[src/logic/via_pkg.sv]
// How it works
// - ten sources, one non-maskable, nine maskable
// - watchdog overflow in mode 1 raises NMI
// - watchdog interval overflow is maskable level 0
// - three edge pins at levels one to three
// - each pin selects rising, falling or both
// - uart receive and sio transfer share level 4
// - uart transmit done is level 5
// - 8-bit timer match is level 6
// - 16-bit timer match is level 7
// - conversion done is lowest level 8
// - smallest pending level is served first
// - per-source flag and mask, plus global enable
// - flag shows an NMI is in service
package via_pkg;

	// ****************************************
	// sizes
	// ****************************************
	localparam int unsigned VIA_NUM_MASKABLE = 9;     // maskable sources
	localparam int unsigned VIA_IDX_W        = 4;     // source index width
	localparam int unsigned VIA_VEC_W        = 16;    // vector address width
	localparam int unsigned VIA_ADDR_W       = 8;     // apb address width

	// ****************************************
	// source indices, index equals priority level
	// ****************************************
	localparam logic [3:0] VIA_SRC_WDT   = 4'h0;      // watchdog interval
	localparam logic [3:0] VIA_SRC_EXT0  = 4'h1;      // first edge pin
	localparam logic [3:0] VIA_SRC_SER   = 4'h4;      // uart rx or sio
	localparam logic [3:0] VIA_SRC_TX    = 4'h5;      // uart tx
	localparam logic [3:0] VIA_SRC_TMR8  = 4'h6;      // 8-bit timer
	localparam logic [3:0] VIA_SRC_TMR16 = 4'h7;      // 16-bit timer
	localparam logic [3:0] VIA_SRC_ADC   = 4'h8;      // a/d done

	// ****************************************
	// vector addresses
	// ****************************************
	localparam logic [15:0] VIA_VEC_NMI = 16'h0004;   // watchdog non-maskable
	localparam logic [15:0] VIA_VEC_TABLE [0:8] = '{
		16'h0004, 16'h0006, 16'h0008, 16'h000A, 16'h000C,
		16'h000E, 16'h0010, 16'h0012, 16'h0014};

	// ****************************************
	// register byte offsets
	// ****************************************
	localparam logic [7:0] VIA_OFF_CTRL  = 8'h00;     // enable, watchdog mode
	localparam logic [7:0] VIA_OFF_EDGE  = 8'h04;     // pin edge selects
	localparam logic [7:0] VIA_OFF_REQ   = 8'h08;     // request flags
	localparam logic [7:0] VIA_OFF_MASK  = 8'h0C;     // mask flags
	localparam logic [7:0] VIA_OFF_STATE = 8'h10;     // live state
	localparam logic [7:0] VIA_OFF_ISTAT = 8'h14;     // sticky events
	localparam logic [7:0] VIA_OFF_IMASK = 8'h18;     // event enables

	// ****************************************
	// reset values and bit positions
	// ****************************************
	localparam logic [8:0] VIA_RST_MASK  = 9'h1FF;    // all sources masked
	localparam logic [5:0] VIA_RST_EDGE  = 6'h00;     // no edge selected
	localparam logic [2:0] VIA_RST_IMASK = 3'h0;      // events gated off
	localparam int unsigned VIA_BIT_IE   = 0;         // ctrl global enable
	localparam int unsigned VIA_BIT_WDM  = 1;         // ctrl watchdog mode 1
	localparam int unsigned VIA_EV_NMI   = 0;         // nmi raised
	localparam int unsigned VIA_EV_ACK   = 1;         // vector accepted
	localparam int unsigned VIA_EV_OVR   = 2;         // request overrun

	// ****************************************
	// types
	// ****************************************
	typedef enum logic [1:0]
	{
		VIA_EDGE_NONE = 2'h0,
		VIA_EDGE_RISE = 2'h1,
		VIA_EDGE_FALL = 2'h2,
		VIA_EDGE_BOTH = 2'h3
	} via_edge_t;

	typedef enum logic [1:0]
	{
		VIA_ST_IDLE  = 2'b01,
		VIA_ST_OFFER = 2'b10
	} via_state_t;

	// one-cycle request pulses from on-chip peripherals
	typedef struct packed
	{
		logic watchdog_overflow_request;
		logic uart_rx_done_request;
		logic sio_xfer_done_request;
		logic uart_tx_done_request;
		logic timer8_match_request;
		logic timer16_match_request;
		logic adc_done_request;
	} via_periph_t;

	// offer to the cpu core
	typedef struct packed
	{
		logic        req;
		logic        nmi;
		logic [15:0] vector;
	} via_cpu_t;

	// vector lookup for a maskable source index
	function automatic logic [15:0] via_vector_of(input logic [3:0] idx);
		logic [15:0] v;
		v = 16'h0000;
		if (idx <= VIA_SRC_ADC)
		begin
			v = VIA_VEC_TABLE[idx];
		end
		return v;
	endfunction : via_vector_of

endpackage : via_pkg

[src/logic/via_edge_detect.sv]
`timescale 1ns/100ps
module via_edge_detect
	import via_pkg::*;
(
	// clock and reset
	input  wire logic      pclk,
	input  wire logic      presetn,
	// pin and selection
	input  wire logic      pin_async,
	input  via_pkg::via_edge_t edge_sel,
	// result
	output logic           edge_pulse
);
	import via_pkg::*;

	logic sync1_reg;    // first stage, read only by the second
	logic sync2_reg;    // second stage
	logic sync3_reg;    // third stage
	logic level_reg;    // accepted pin level

	// ****************************************
	// three-stage synchroniser, accepted level
	// ****************************************
	always_ff @(posedge pclk or negedge presetn)
	begin
		if (!presetn)
		begin
			sync1_reg <= 1'b0;
			sync2_reg <= 1'b0;
			sync3_reg <= 1'b0;
			level_reg <= 1'b0;
		end
		else
		begin
			sync1_reg <= pin_async;
			sync2_reg <= sync1_reg;
			sync3_reg <= sync2_reg;
			// a change counts once stages two and three agree
			if (sync2_reg == sync3_reg)
			begin
				level_reg <= sync3_reg;
			end
		end
	end

	// ****************************************
	// edge qualification by selection
	// ****************************************
	always_ff @(posedge pclk or negedge presetn)
	begin
		if (!presetn)
		begin
			edge_pulse <= 1'b0;
		end
		else
		begin
			edge_pulse <= (sync2_reg == sync3_reg) && (sync3_reg != level_reg) &&
				((sync3_reg && edge_sel[0]) || (!sync3_reg && edge_sel[1]));
		end
	end

endmodule : via_edge_detect

[src/logic/via_prio_pick.sv]
`timescale 1ns/100ps
module via_prio_pick
	import via_pkg::*;
#(
	parameter int unsigned N = 9
)
(
	// eligible sources, bit 0 highest
	input  wire logic [N-1:0] elig,
	// winner
	output logic              any,
	output logic [3:0]        idx
);
	import via_pkg::*;

	// ****************************************
	// fixed priority, lowest index wins
	// ****************************************
	always_comb
	begin
		any = 1'b0;
		idx = 4'h0;
		for (int i = N - 1; i >= 0; i--)
		begin
			if (elig[i])
			begin
				any = 1'b1;
				idx = 4'(i);
			end
		end
	end

endmodule : via_prio_pick

[src/logic/via_arbiter.sv]
`timescale 1ns/100ps
module via_arbiter
	import via_pkg::*;
(
	// clock and reset
	input  wire logic                     pclk,
	input  wire logic                     presetn,
	// apb slave
	input  wire logic [via_pkg::VIA_ADDR_W-1:0] paddr,
	input  wire logic                     psel,
	input  wire logic                     penable,
	input  wire logic                     pwrite,
	input  wire logic [31:0]              pwdata,
	output logic [31:0]                   prdata,
	output logic                          pready,
	output logic                          pslverr,
	// request sources
	input  via_pkg::via_periph_t          periph_req,
	input  wire logic [2:0]               ext_edge_pin,
	// cpu core
	output via_pkg::via_cpu_t             cpu_offer,
	input  wire logic                     cpu_ack,
	input  wire logic                     cpu_nmi_return,
	// interrupt
	output logic                          irq
);
	import via_pkg::*;

	// ****************************************
	// declarations
	// ****************************************
	logic        ie_reg;          // global_request_enable
	logic        wdm_reg;         // watchdog mode 1 selected
	logic [5:0]  edge_sel_reg;    // two bits per pin
	logic [8:0]  req_flag_reg;    // maskable request flags
	logic [8:0]  request_mask_flag_reg; // one mask per source
	logic        nmi_pend_reg;    // non-maskable request pending
	logic        nmi_in_service_flag_reg; // nmi being serviced
	logic [2:0]  istat_reg;       // sticky events
	logic [2:0]  imask_reg;       // event enables
	logic [31:0] prdata_reg;      // captured read data
	via_state_t  state_reg;       // offer state
	logic        offer_nmi_reg;   // offer is the nmi
	logic [3:0]  src_reg;         // offered maskable index
	logic [15:0] vector_reg;      // offered vector
	logic [2:0]  ext_edge;        // qualified pin edges
	logic [8:0]  req_set;         // flag set terms
	logic [8:0]  req_clr;         // flag clear terms
	logic [8:0]  mask_elig;       // flags past mask and enable
	logic        nmi_raise;       // watchdog overflow, mode 1
	logic        nmi_elig;        // nmi may be offered
	logic        pick_any;        // some maskable eligible
	logic [3:0]  pick_idx;        // best maskable
	logic        ack_take;        // acknowledge accepted
	logic        withdraw;        // offered maskable lost eligibility or an nmi waits
	logic        wr_en;           // apb write strobe
	logic        rd_setup;        // apb read setup
	logic        mapped;          // address decodes
	logic [31:0] rd_next;         // read mux
	logic [2:0]  ev_set;          // event set terms

	// ****************************************
	// pin edge detectors
	// ****************************************
	for (genvar g = 0; g < 3; g++)
	begin : g_ext
		via_edge_detect u_edge
		(
			.pclk       (pclk),
			.presetn    (presetn),
			.pin_async  (ext_edge_pin[g]),
			.edge_sel   (via_edge_t'(edge_sel_reg[2*g +: 2])),
			.edge_pulse (ext_edge[g])
		);
	end

	// ****************************************
	// request sources to flag set terms
	// ****************************************
	always_comb
	begin
		req_set = 9'h000;
		nmi_raise = periph_req.watchdog_overflow_request && wdm_reg;
		req_set[VIA_SRC_WDT] = periph_req.watchdog_overflow_request && !wdm_reg;
		req_set[VIA_SRC_EXT0 +: 3] = ext_edge;
		req_set[VIA_SRC_SER] = periph_req.uart_rx_done_request ||
			periph_req.sio_xfer_done_request;
		req_set[VIA_SRC_TX] = periph_req.uart_tx_done_request;
		req_set[VIA_SRC_TMR8] = periph_req.timer8_match_request;
		req_set[VIA_SRC_TMR16] = periph_req.timer16_match_request;
		req_set[VIA_SRC_ADC] = periph_req.adc_done_request;
	end

	// ****************************************
	// apb strobes and clear terms
	// ****************************************
	assign wr_en    = psel && penable && pwrite && mapped;
	assign rd_setup = psel && !penable && !pwrite;
	assign ack_take = (state_reg == VIA_ST_OFFER) && cpu_ack;

	always_comb
	begin
		req_clr = 9'h000;
		// write one to clear
		if (wr_en && (paddr == VIA_OFF_REQ))
		begin
			req_clr = pwdata[8:0];
		end
		// acknowledged source drops its flag
		if (ack_take && !offer_nmi_reg)
		begin
			req_clr[src_reg] = 1'b1;
		end
	end

	// ****************************************
	// maskable request flags, set wins
	// ****************************************
	always_ff @(posedge pclk or negedge presetn)
	begin
		if (!presetn)
		begin
			req_flag_reg <= 9'h000;
		end
		else
		begin
			req_flag_reg <= (req_flag_reg & ~req_clr) | req_set;
		end
	end

	// ****************************************
	// non-maskable pending and in-service flags
	// ****************************************
	always_ff @(posedge pclk or negedge presetn)
	begin
		if (!presetn)
		begin
			nmi_pend_reg            <= 1'b0;
			nmi_in_service_flag_reg <= 1'b0;
		end
		else
		begin
			// new overflow wins over the acknowledge clear
			if (nmi_raise)
			begin
				nmi_pend_reg <= 1'b1;
			end
			else if (ack_take && offer_nmi_reg)
			begin
				nmi_pend_reg <= 1'b0;
			end
			// set on acceptance, cleared by return
			if (ack_take && offer_nmi_reg)
			begin
				nmi_in_service_flag_reg <= 1'b1;
			end
			else if (cpu_nmi_return)
			begin
				nmi_in_service_flag_reg <= 1'b0;
			end
		end
	end

	// ****************************************
	// eligibility and arbitration
	// ****************************************
	assign mask_elig = req_flag_reg & ~request_mask_flag_reg & {9{ie_reg}};
	assign nmi_elig  = nmi_pend_reg && !nmi_in_service_flag_reg;

	via_prio_pick #(.N(VIA_NUM_MASKABLE)) u_pick
	(
		.elig (mask_elig),
		.any  (pick_any),
		.idx  (pick_idx)
	);

	// offered maskable is dropped if it loses eligibility or an nmi waits
	assign withdraw = !offer_nmi_reg && (!mask_elig[src_reg] || nmi_elig);

	// ****************************************
	// offer state machine
	// ****************************************
	always_ff @(posedge pclk or negedge presetn)
	begin
		if (!presetn)
		begin
			state_reg <= VIA_ST_IDLE;
		end
		else
		begin
			unique case (state_reg)
				VIA_ST_IDLE:
				begin
					// nmi ignores enable and masks
					if (nmi_elig || pick_any)
					begin
						state_reg <= VIA_ST_OFFER;
					end
				end
				VIA_ST_OFFER:
				begin
					// one idle cycle lets flags settle before the next offer
					if (ack_take || withdraw)
					begin
						state_reg <= VIA_ST_IDLE;
					end
				end
				default:
				begin
					state_reg <= VIA_ST_IDLE;
				end
			endcase
		end
	end

	// ****************************************
	// offer latch, loaded while idle
	// ****************************************
	always_ff @(posedge pclk or negedge presetn)
	begin
		if (!presetn)
		begin
			offer_nmi_reg <= 1'b0;
			src_reg       <= 4'h0;
			vector_reg    <= 16'h0000;
		end
		else if (state_reg == VIA_ST_IDLE)
		begin
			offer_nmi_reg <= nmi_elig;
			src_reg       <= pick_idx;
			// watchdog interval reuses the nmi vector through the table
			vector_reg    <= nmi_elig ? VIA_VEC_NMI : via_vector_of(pick_idx);
		end
	end

	assign cpu_offer.req    = (state_reg == VIA_ST_OFFER);
	assign cpu_offer.nmi    = offer_nmi_reg;
	assign cpu_offer.vector = vector_reg;

	// ****************************************
	// control registers
	// ****************************************
	always_ff @(posedge pclk or negedge presetn)
	begin
		if (!presetn)
		begin
			ie_reg                <= 1'b0;
			wdm_reg               <= 1'b0;
			edge_sel_reg          <= VIA_RST_EDGE;
			request_mask_flag_reg <= VIA_RST_MASK;
			imask_reg             <= VIA_RST_IMASK;
		end
		else if (wr_en)
		begin
			unique case (paddr)
				VIA_OFF_CTRL:
				begin
					ie_reg  <= pwdata[VIA_BIT_IE];
					wdm_reg <= pwdata[VIA_BIT_WDM];
				end
				VIA_OFF_EDGE:
				begin
					edge_sel_reg <= pwdata[5:0];
				end
				VIA_OFF_MASK:
				begin
					request_mask_flag_reg <= pwdata[8:0];
				end
				VIA_OFF_IMASK:
				begin
					imask_reg <= pwdata[2:0];
				end
				default:
				begin
					ie_reg <= ie_reg;
				end
			endcase
		end
	end

	// ****************************************
	// sticky events, set wins over write-one clear
	// ****************************************
	always_comb
	begin
		ev_set              = 3'h0;
		ev_set[VIA_EV_NMI]  = nmi_raise;
		ev_set[VIA_EV_ACK]  = ack_take;
		ev_set[VIA_EV_OVR]  = |(req_set & req_flag_reg & ~req_clr);
	end

	always_ff @(posedge pclk or negedge presetn)
	begin
		if (!presetn)
		begin
			istat_reg <= 3'h0;
		end
		else if (wr_en && (paddr == VIA_OFF_ISTAT))
		begin
			istat_reg <= (istat_reg & ~pwdata[2:0]) | ev_set;
		end
		else
		begin
			istat_reg <= istat_reg | ev_set;
		end
	end

	assign irq = |(istat_reg & imask_reg);

	// ****************************************
	// read mux and apb answer
	// ****************************************
	always_comb
	begin
		rd_next = 32'h0000_0000;
		mapped  = 1'b1;
		case (paddr)
			VIA_OFF_CTRL:  rd_next[1:0] = {wdm_reg, ie_reg};
			VIA_OFF_EDGE:  rd_next[5:0] = edge_sel_reg;
			VIA_OFF_REQ:   rd_next[9:0] = {nmi_pend_reg, req_flag_reg};
			VIA_OFF_MASK:  rd_next[8:0] = request_mask_flag_reg;
			VIA_OFF_STATE: rd_next = {vector_reg, 9'h000, src_reg, offer_nmi_reg,
				cpu_offer.req, nmi_in_service_flag_reg};
			VIA_OFF_ISTAT: rd_next[2:0] = istat_reg;
			VIA_OFF_IMASK: rd_next[2:0] = imask_reg;
			default:       mapped = 1'b0;
		endcase
	end

	always_ff @(posedge pclk or negedge presetn)
	begin
		if (!presetn)
		begin
			prdata_reg <= 32'h0000_0000;
		end
		else if (rd_setup)
		begin
			prdata_reg <= rd_next;
		end
	end

	assign prdata  = prdata_reg;
	assign pready  = 1'b1;
	assign pslverr = psel && penable && !mapped;

	logic [8:0] below_src;        // sources outranking the offer
	always_comb
	begin
		for (int i = 0; i < 9; i++)
		begin
			below_src[i] = (4'(i) < src_reg);
		end
	end
endmodule : via_arbiter

[config.mk]
export PLATFORM = sky130hd
export DESIGN_NAME = via_arbiter
export DESIGN_NICKNAME = d
export VERILOG_FILES = /design/src/logic/via_pkg.sv /design/src/logic/via_edge_detect.sv /design/src/logic/via_prio_pick.sv /design/src/logic/via_arbiter.sv
export SDC_FILE = /design/constraint.sdc
export NUM_CORES = 1
export LEC_CHECK = 0
export BUFFER_PORTS_ARGS = -buffer_cell sky130_fd_sc_hd__buf_4
export CORE_MARGIN = 2
export CORE_UTILIZATION = 52
export CTS_CLUSTER_DIAMETER = 120
export DETAILED_ROUTE_END_ITERATION = 10
export GPL_ROUTABILITY_DRIVEN = 0
export GPL_TIMING_DRIVEN = 0
export PLACE_DENSITY_LB_ADDON = 0.2
export SKIP_CTS_REPAIR_TIMING = 1
export SYNTH_ARGS = -nofsm -noshare
export SYNTH_HDL_FRONTEND = slang
export SYNTH_SLANG_ARGS = --single-unit
[constraint.sdc]
create_clock -name pclk -period 1.8 [get_ports pclk]
set_input_delay 0.18 -clock pclk [delete_from_list [all_inputs] [get_ports pclk]]
set_output_delay 0.18 -clock pclk [all_outputs]
set_load 0.05 [all_outputs]
After elaboration in Yosys (flattened, before gate mapping) --
Memory sizes are Yosys's and may differ from the RTL's. Index checks and enable logic that the tools add are counted.
Word-level totals: register bits 104, ROM bits 256, word-level logic and storage cells 164, memories 1
Memories:
- (name not given) | words 16, width 16, rd ports 1, clocked after memory_dff 0, write ports 0, RTL line via_pkg.sv:110 | v = VIA_VEC_TABLE[idx];
Cells by class: equality and inequality tests 16, reductions and logical operators 56, bitwise gates (word level) 15, mux-type cells 43, $lt $le $gt $ge 4
Operators with widths (count):
- two-way mux 16 bit | 4
- bitwise AND 9 bit | 5
- two-way mux 4 bit | 9
- logical AND 1 bit | 28
- equality test 8 x 5 -> 1 bit, second input constant | 3
- two-way mux 22 bit | 1
- two-way mux 9 bit | 2
- inverter 9 bit | 2
- bitwise OR 9 bit | 2
- two-way mux 1 bit | 17
- equality test 8 x 4 -> 1 bit, second input constant | 2
- one-hot mux 2 bit (7 select lines) | 1
- one-hot mux 3 bit (4 select lines) | 1
- zero test 1 bit | 10
- AND reduction 2 bit | 5
- one-hot mux 3 bit (3 select lines) | 1
- OR reduction 9 bit | 1
- equality test 8 x 3 -> 1 bit, second input constant | 1
- zero test 8 bit | 1
- logical OR 1 bit | 7
- OR reduction 7 bit | 1
- bitwise AND 3 bit | 2
- bitwise OR 3 bit | 2
- one-hot mux 1 bit (6 select lines) | 1
- other kinds (19) | 25

Longest topological paths before layout --
depth after elaboration 18, mapped depth 7, gate-level depth less buffers 7

Cells and area by module --
From an unflattened synthesis, not the netlist that was laid out.
Second synthesis, totals: cell total of the unflattened synthesis 404, area total of the unflattened synthesis 3960.0 um^2
Modules (own cells, without submodules):
- via_arbiter | cells an instance 362, area each 3377.0 um^2, instances 1, seq. area each 1488.9 um^2
- via_edge_detect | cells an instance 9, area each 161.4 um^2, instances 3, seq. area each 125.1 um^2
- via_prio_pick | cells an instance 15, area each 98.8 um^2, instances 1, seq. area each 0.0 um^2

Worst setup path after synthesis --
OpenSTA, ideal clock, no wires.
kind register -> register, start register state_reg[1], end register state_reg[1], period minus slack after synthesis 1876 ps, stages on the path, launching flop included 6, path slack -76 ps, setup time 64 ps, data required time 1736 ps, arrival time 1812 ps, path through dfrtp_1 nor2b_1 nor2b_1 nor3_1 a31oi_1 a21o_1
RTL lines:
- from (decl) | RTL line via_arbiter.sv:42 | via_state_t state_reg;
- from (signal assigned) | RTL line via_arbiter.sv:187 | state_reg <= VIA_ST_IDLE;
- from (signal assigned) | RTL line via_arbiter.sv:197 | state_reg <= VIA_ST_OFFER;
- from (signal assigned) | RTL line via_arbiter.sv:205 | state_reg <= VIA_ST_IDLE;

Final worst setup path --
start register offer_nmi_reg, end register istat_reg[2]
Between the ends: longest elaborated chain between the ends 8, elaborated cells on any way between the ends 9
Ends and longest elaborated chain:
- from (decl) | RTL line via_arbiter.sv:43 | logic offer_nmi_reg;
- from (signal assigned) | RTL line via_arbiter.sv:229 | offer_nmi_reg <= nmi_elig;
- zero test 1 bit * | RTL line via_arbiter.sv:110 | if (ack_take && !offer_nmi_reg)
- logical AND 1 bit * | RTL line via_arbiter.sv:110
- two-way mux 9 bit * | RTL line via_arbiter.sv:110
- inverter 9 bit * | RTL line via_arbiter.sv:289 | ev_set[VIA_EV_OVR] = |(req_set & req_flag_reg & ~req_clr);
- bitwise AND 9 bit * | RTL line via_arbiter.sv:289
- OR reduction 9 bit * | RTL line via_arbiter.sv:289
- bitwise OR 3 bit, on equally long branches | RTL line via_arbiter.sv:304, via_arbiter.sv:300
- two-way mux 3 bit * | RTL line via_arbiter.sv:298 | else if (wr_en && (paddr == VIA_OFF_ISTAT))
- to (signal assigned) | RTL line via_arbiter.sv:300 | istat_reg <= (istat_reg & ~pwdata[2:0]) | ev_set;
- to (signal assigned) | RTL line via_arbiter.sv:304 | istat_reg <= istat_reg | ev_set;
- to (decl) | RTL line via_arbiter.sv:39 | logic [2:0] istat_reg;
Mark *: on every way between the ends. The rest lies on a longest branch, timed or not. A chain may end at the register's enable or synchronous reset.

==> out/qor.csv <==
stage;metric;value;unit
critical_path;CP cell instances;nor4bb_1 -> buf_4 -> nand4_1 -> o2111a_1 -> nor4_4 -> nand4_1;
critical_path;Worst Setup SP;offer_nmi_reg$_DFFE_PN0P_;
floorplanning;num ports;110;
grt;initial antenna violation count;0;
min_path;worst hold path class;primary input to async pin;
grt;number of global-route vias before repair;3129;
layout;Fillers;601;
pwr;Clock Power Share;24.6;%
routing;DR iter-0 viols;352;
critical_path;delay-heaviest family, CP;simple AND/OR/NAND/NOR gates;
pwr;leakage power;2.30;nW
timing;Final Skew;0.0104;ns
synthesis;sequential share of the synthesized area;47.5;%
critical_path;worst r2r src;offer_nmi_reg$_DFFE_PN0P_;
pwr;Psw;1.73;mW
timing;worst setup margin;-0.127;ns
cts;Root Driver;clkbuf_8;
routing;final WL;9870;um
critical_path;Worst path depth;6;
grt;first-pass GRT wire length;15400;um
critical_path;Worst path slowest cell;dfrtp_2;
placed_design;Inst Count DP;575;
critical_path;cell depth of the worst flop-to-flop path;6;
timing;Max Fclk;519;MHz
grt;global route overflow;0;
pwr;PD cells;933;nW/um^2
cts;Max Root-Sink Buffers;2;
cts;number of CTS-inserted buffers;9;
layout;share of layout cells above drive strength 1;34.1;%
layout;# nets final;555;
routing;WL/cell;16.4;um
layout;Final Util;67.5;%
timing;final period utilization;107;%
pwr;sequential power share;43.5;%
floorplanning;Initial Util;53.8;%
synthesis;cell accounting for the most synthesized area;dfrtp_1;
layout;most frequent cells in the layout;buf_4 (95), dfrtp_1 (63), nand2_1 (48), conb_1 (31), nor2_1 (23);
placed_design;port bufs;54;
layout;max reg flops;14;
synthesis;Synth top area share;40.8;%
timing;final hold vios;65;
flow_run;max capacitance violation total;0;
pwr;Switching Fraction;37.7;%
layout;n_diodes;0;
critical_path;CP required;2.04;ns
routing;drt drc;0;
layout;register area;1870;sq um
synthesis;number of flops mapped to enable cells by yosys;0;
floorplanning;die footprint;8260;sq um
cts;latest clock arrival within the worst-skew pair;0.37;ns
layout;Non-Filler Instances;601;
run_status;failing checks;hold timing, setup timing;
synthesis;post-synthesis register bit count;74;
grt;gr usage total;24.0;%
synthesis;average size of a mapped cell;9.99;sq um
placed_design;Post-DP HPWL;7100;um
critical_path;worst-path maximum fanout;9;
critical_path;Worst path max stage delay;0.48;ns
routing;Vias/cell;5.70;
critical_path;Startpoint Class;flip-flop;
cts;TritonCTS clock tree;yes;
timing;Slew Viols, Final;0;
placed_design;pre-CTS WS;-0.585;ns
timing;Final Setup Violations;1;
timing;hold slack;-0.0765;ns
floorplanning;row count;31;
critical_path;crit end category;flip-flop;
synthesis;fraction of registers with async set/reset;100;%
timing;setup repair after global routing missed its margin;true;
pwr;internal power;2.86;mW
layout;area grow syn2layout;25.5;%
synthesis;synthesized netlist cell count;393;
routing;vias;3424;
cts;clock-pin slew on the worst setup and hold paths;0.08;ns
synthesis;Primary FF master, synth;dfrtp_1;
cts;H-Tree Level Count;3;
floorplanning;DIE HEIGHT;90.9;um
grt;pin count of the biggest net entering global routing;75;
timing;Worst-Margin Slew;0.904;ns
synthesis;Synth Warn #;0;
run_status;status;finished with violations;
timing;Slew headroom;39.8;%
critical_path;CP Buf/Inv Count;1;
pwr;Tot Pwr;4.59;mW
pwr;combinational share of power;31.9;%
routing;antenna-violating nets left;0;
routing;drt pass-1 iters;5;
synthesis;Synth cell types;53;
layout;area of the multi-input gates;1940;sq um
critical_path;crit path DAT;2.17;ns
floorplanning;Die Span X;90.9;um
floorplanning;core box area;7290;sq um
cts;Clock Sinks;74;
synthesis;Synth area leaders;dfrtp_1 (41%), dfstp_2 (6.7%), buf_4 (6.1%);
synthesis;area of the mapped netlist;3930;sq um
critical_path;crit-path most repeated cell;nand4_1;
layout;leading cell type in the layout, fill and taps excluded;buf_4;
critical_path;critical path type;flip-flop to flip-flop;
pwr;peak supply drop;0.484;mV
timing;min Tclk post-route;1.93;ns
## worst register-to-register path, delay by kind of cell, from the launching register on
| kind | cells | cell delay [ns] |
|---|---|---|
| simple gates | 4 | 0.90 |
| flops | 1 | 0.48 |
| buf+inv | 1 | 0.22 |
| compound gates | 1 | 0.21 |
## final timing paths
kind                                                            end  slack (ns)
worst min register to register  g_ext[2].u_edge.sync2_reg$_DFF_PN0_        0.35
max in group asynchronous                 offer_nmi_reg$_DFFE_PN0P_        1.25
worst max-delay path                         istat_reg[2]$_DFF_PN0_       -0.13
worst min-delay path            nmi_in_service_flag_reg$_DFFE_PN0P_       -0.08
worst max register to register               istat_reg[2]$_DFF_PN0_       -0.13
min in group pclk               nmi_in_service_flag_reg$_DFFE_PN0P_       -0.02
## logic make-up after synthesis
logic type                 Yosys count  share of synthesized area, %
AOI/OAI and AO/OA                   87                          15.6
adders and majority gates            4                          1.08
buffers and inverters               56                          8.48
DFF                                 74                          47.5
muxes                               26                          7.87
other                                2                         0.191
and+or+nand+nor                    144                          19.3
## routing by layer
layer  routed length, um  global-route usage, %  vias up
met5                   0                      0        -
met2                4630                   36.9      181
met3                 839                   6.01       27
li1                    -                      -     1568
met1                4150                   32.4     1648
met4                 248                   10.1        0
## cell usage after synthesis (2+ instances only)
cell type / n
a22oi_1: 6
inv_1: 12
a221oi_1: 4
dfstp_2: 10
o2111a_1: 3
buf_2: 2
nor2b_1: 15
conb_1: 2
mux2_2: 19
o2111ai_1: 2
a211oi_1: 2
o211ai_1: 2
and3b_1: 2
nor4bb_1: 2
buf_4: 32
nor3b_1: 4
and3_1: 2
o22ai_1: 4
clkbuf_1: 9
nor3_1: 3
nand4_1: 10
a22o_1: 10
o21ai_0: 23
o31ai_1: 4
a21oi_1: 7
mux4_2: 2
or2_2: 2
dfrtp_1: 64
a21o_1: 3
nand2b_1: 9
a31o_2: 6
mux2i_1: 5
a31oi_1: 6
nor4_1: 4
nor2_1: 23
nand3_1: 9
nand4b_1: 3
nand2_1: 49
maj3_1: 3
## power groups by stage
stage / combinational [mW] / clock [mW] / sequential [mW]
after floorplan: 0.938 / 0 / 2.04
after global placement: 1.35 / 0 / 2.00
after detailed placement: 1.37 / 0 / 2.01
after CTS: 1.38 / 1.15 / 1.98
after global routing: 1.58 / 1.23 / 2.02
final: 1.47 / 1.13 / 2.00
## layout make-up
type / instances / share of cell area (%)
sequential: 74 / 37.9
clock inverter: 5 / 0.635
clock buffer: 11 / 2.67
buffer: 43 / 5.84
tap: 99 / 2.52
inverter: 12 / 0.915
multi-input combinational: 292 / 39.5
timing repair buffer: 65 / 10.1
## per-stage QoR
stage / area [sq um] / hold WS, ns / TNS [ns]
floorplan: 4040 / -0.116 / 0
global placement: 4570 / 0.290 / -6.80
detailed placement: 4570 / 0.290 / -7.54
CTS: 4730 / -0.0907 / -1.46
global route: 4920 / 0.00230 / -0.280
finish: 4920 / -0.0765 / -0.127
(Power assumes the default switching activity.)
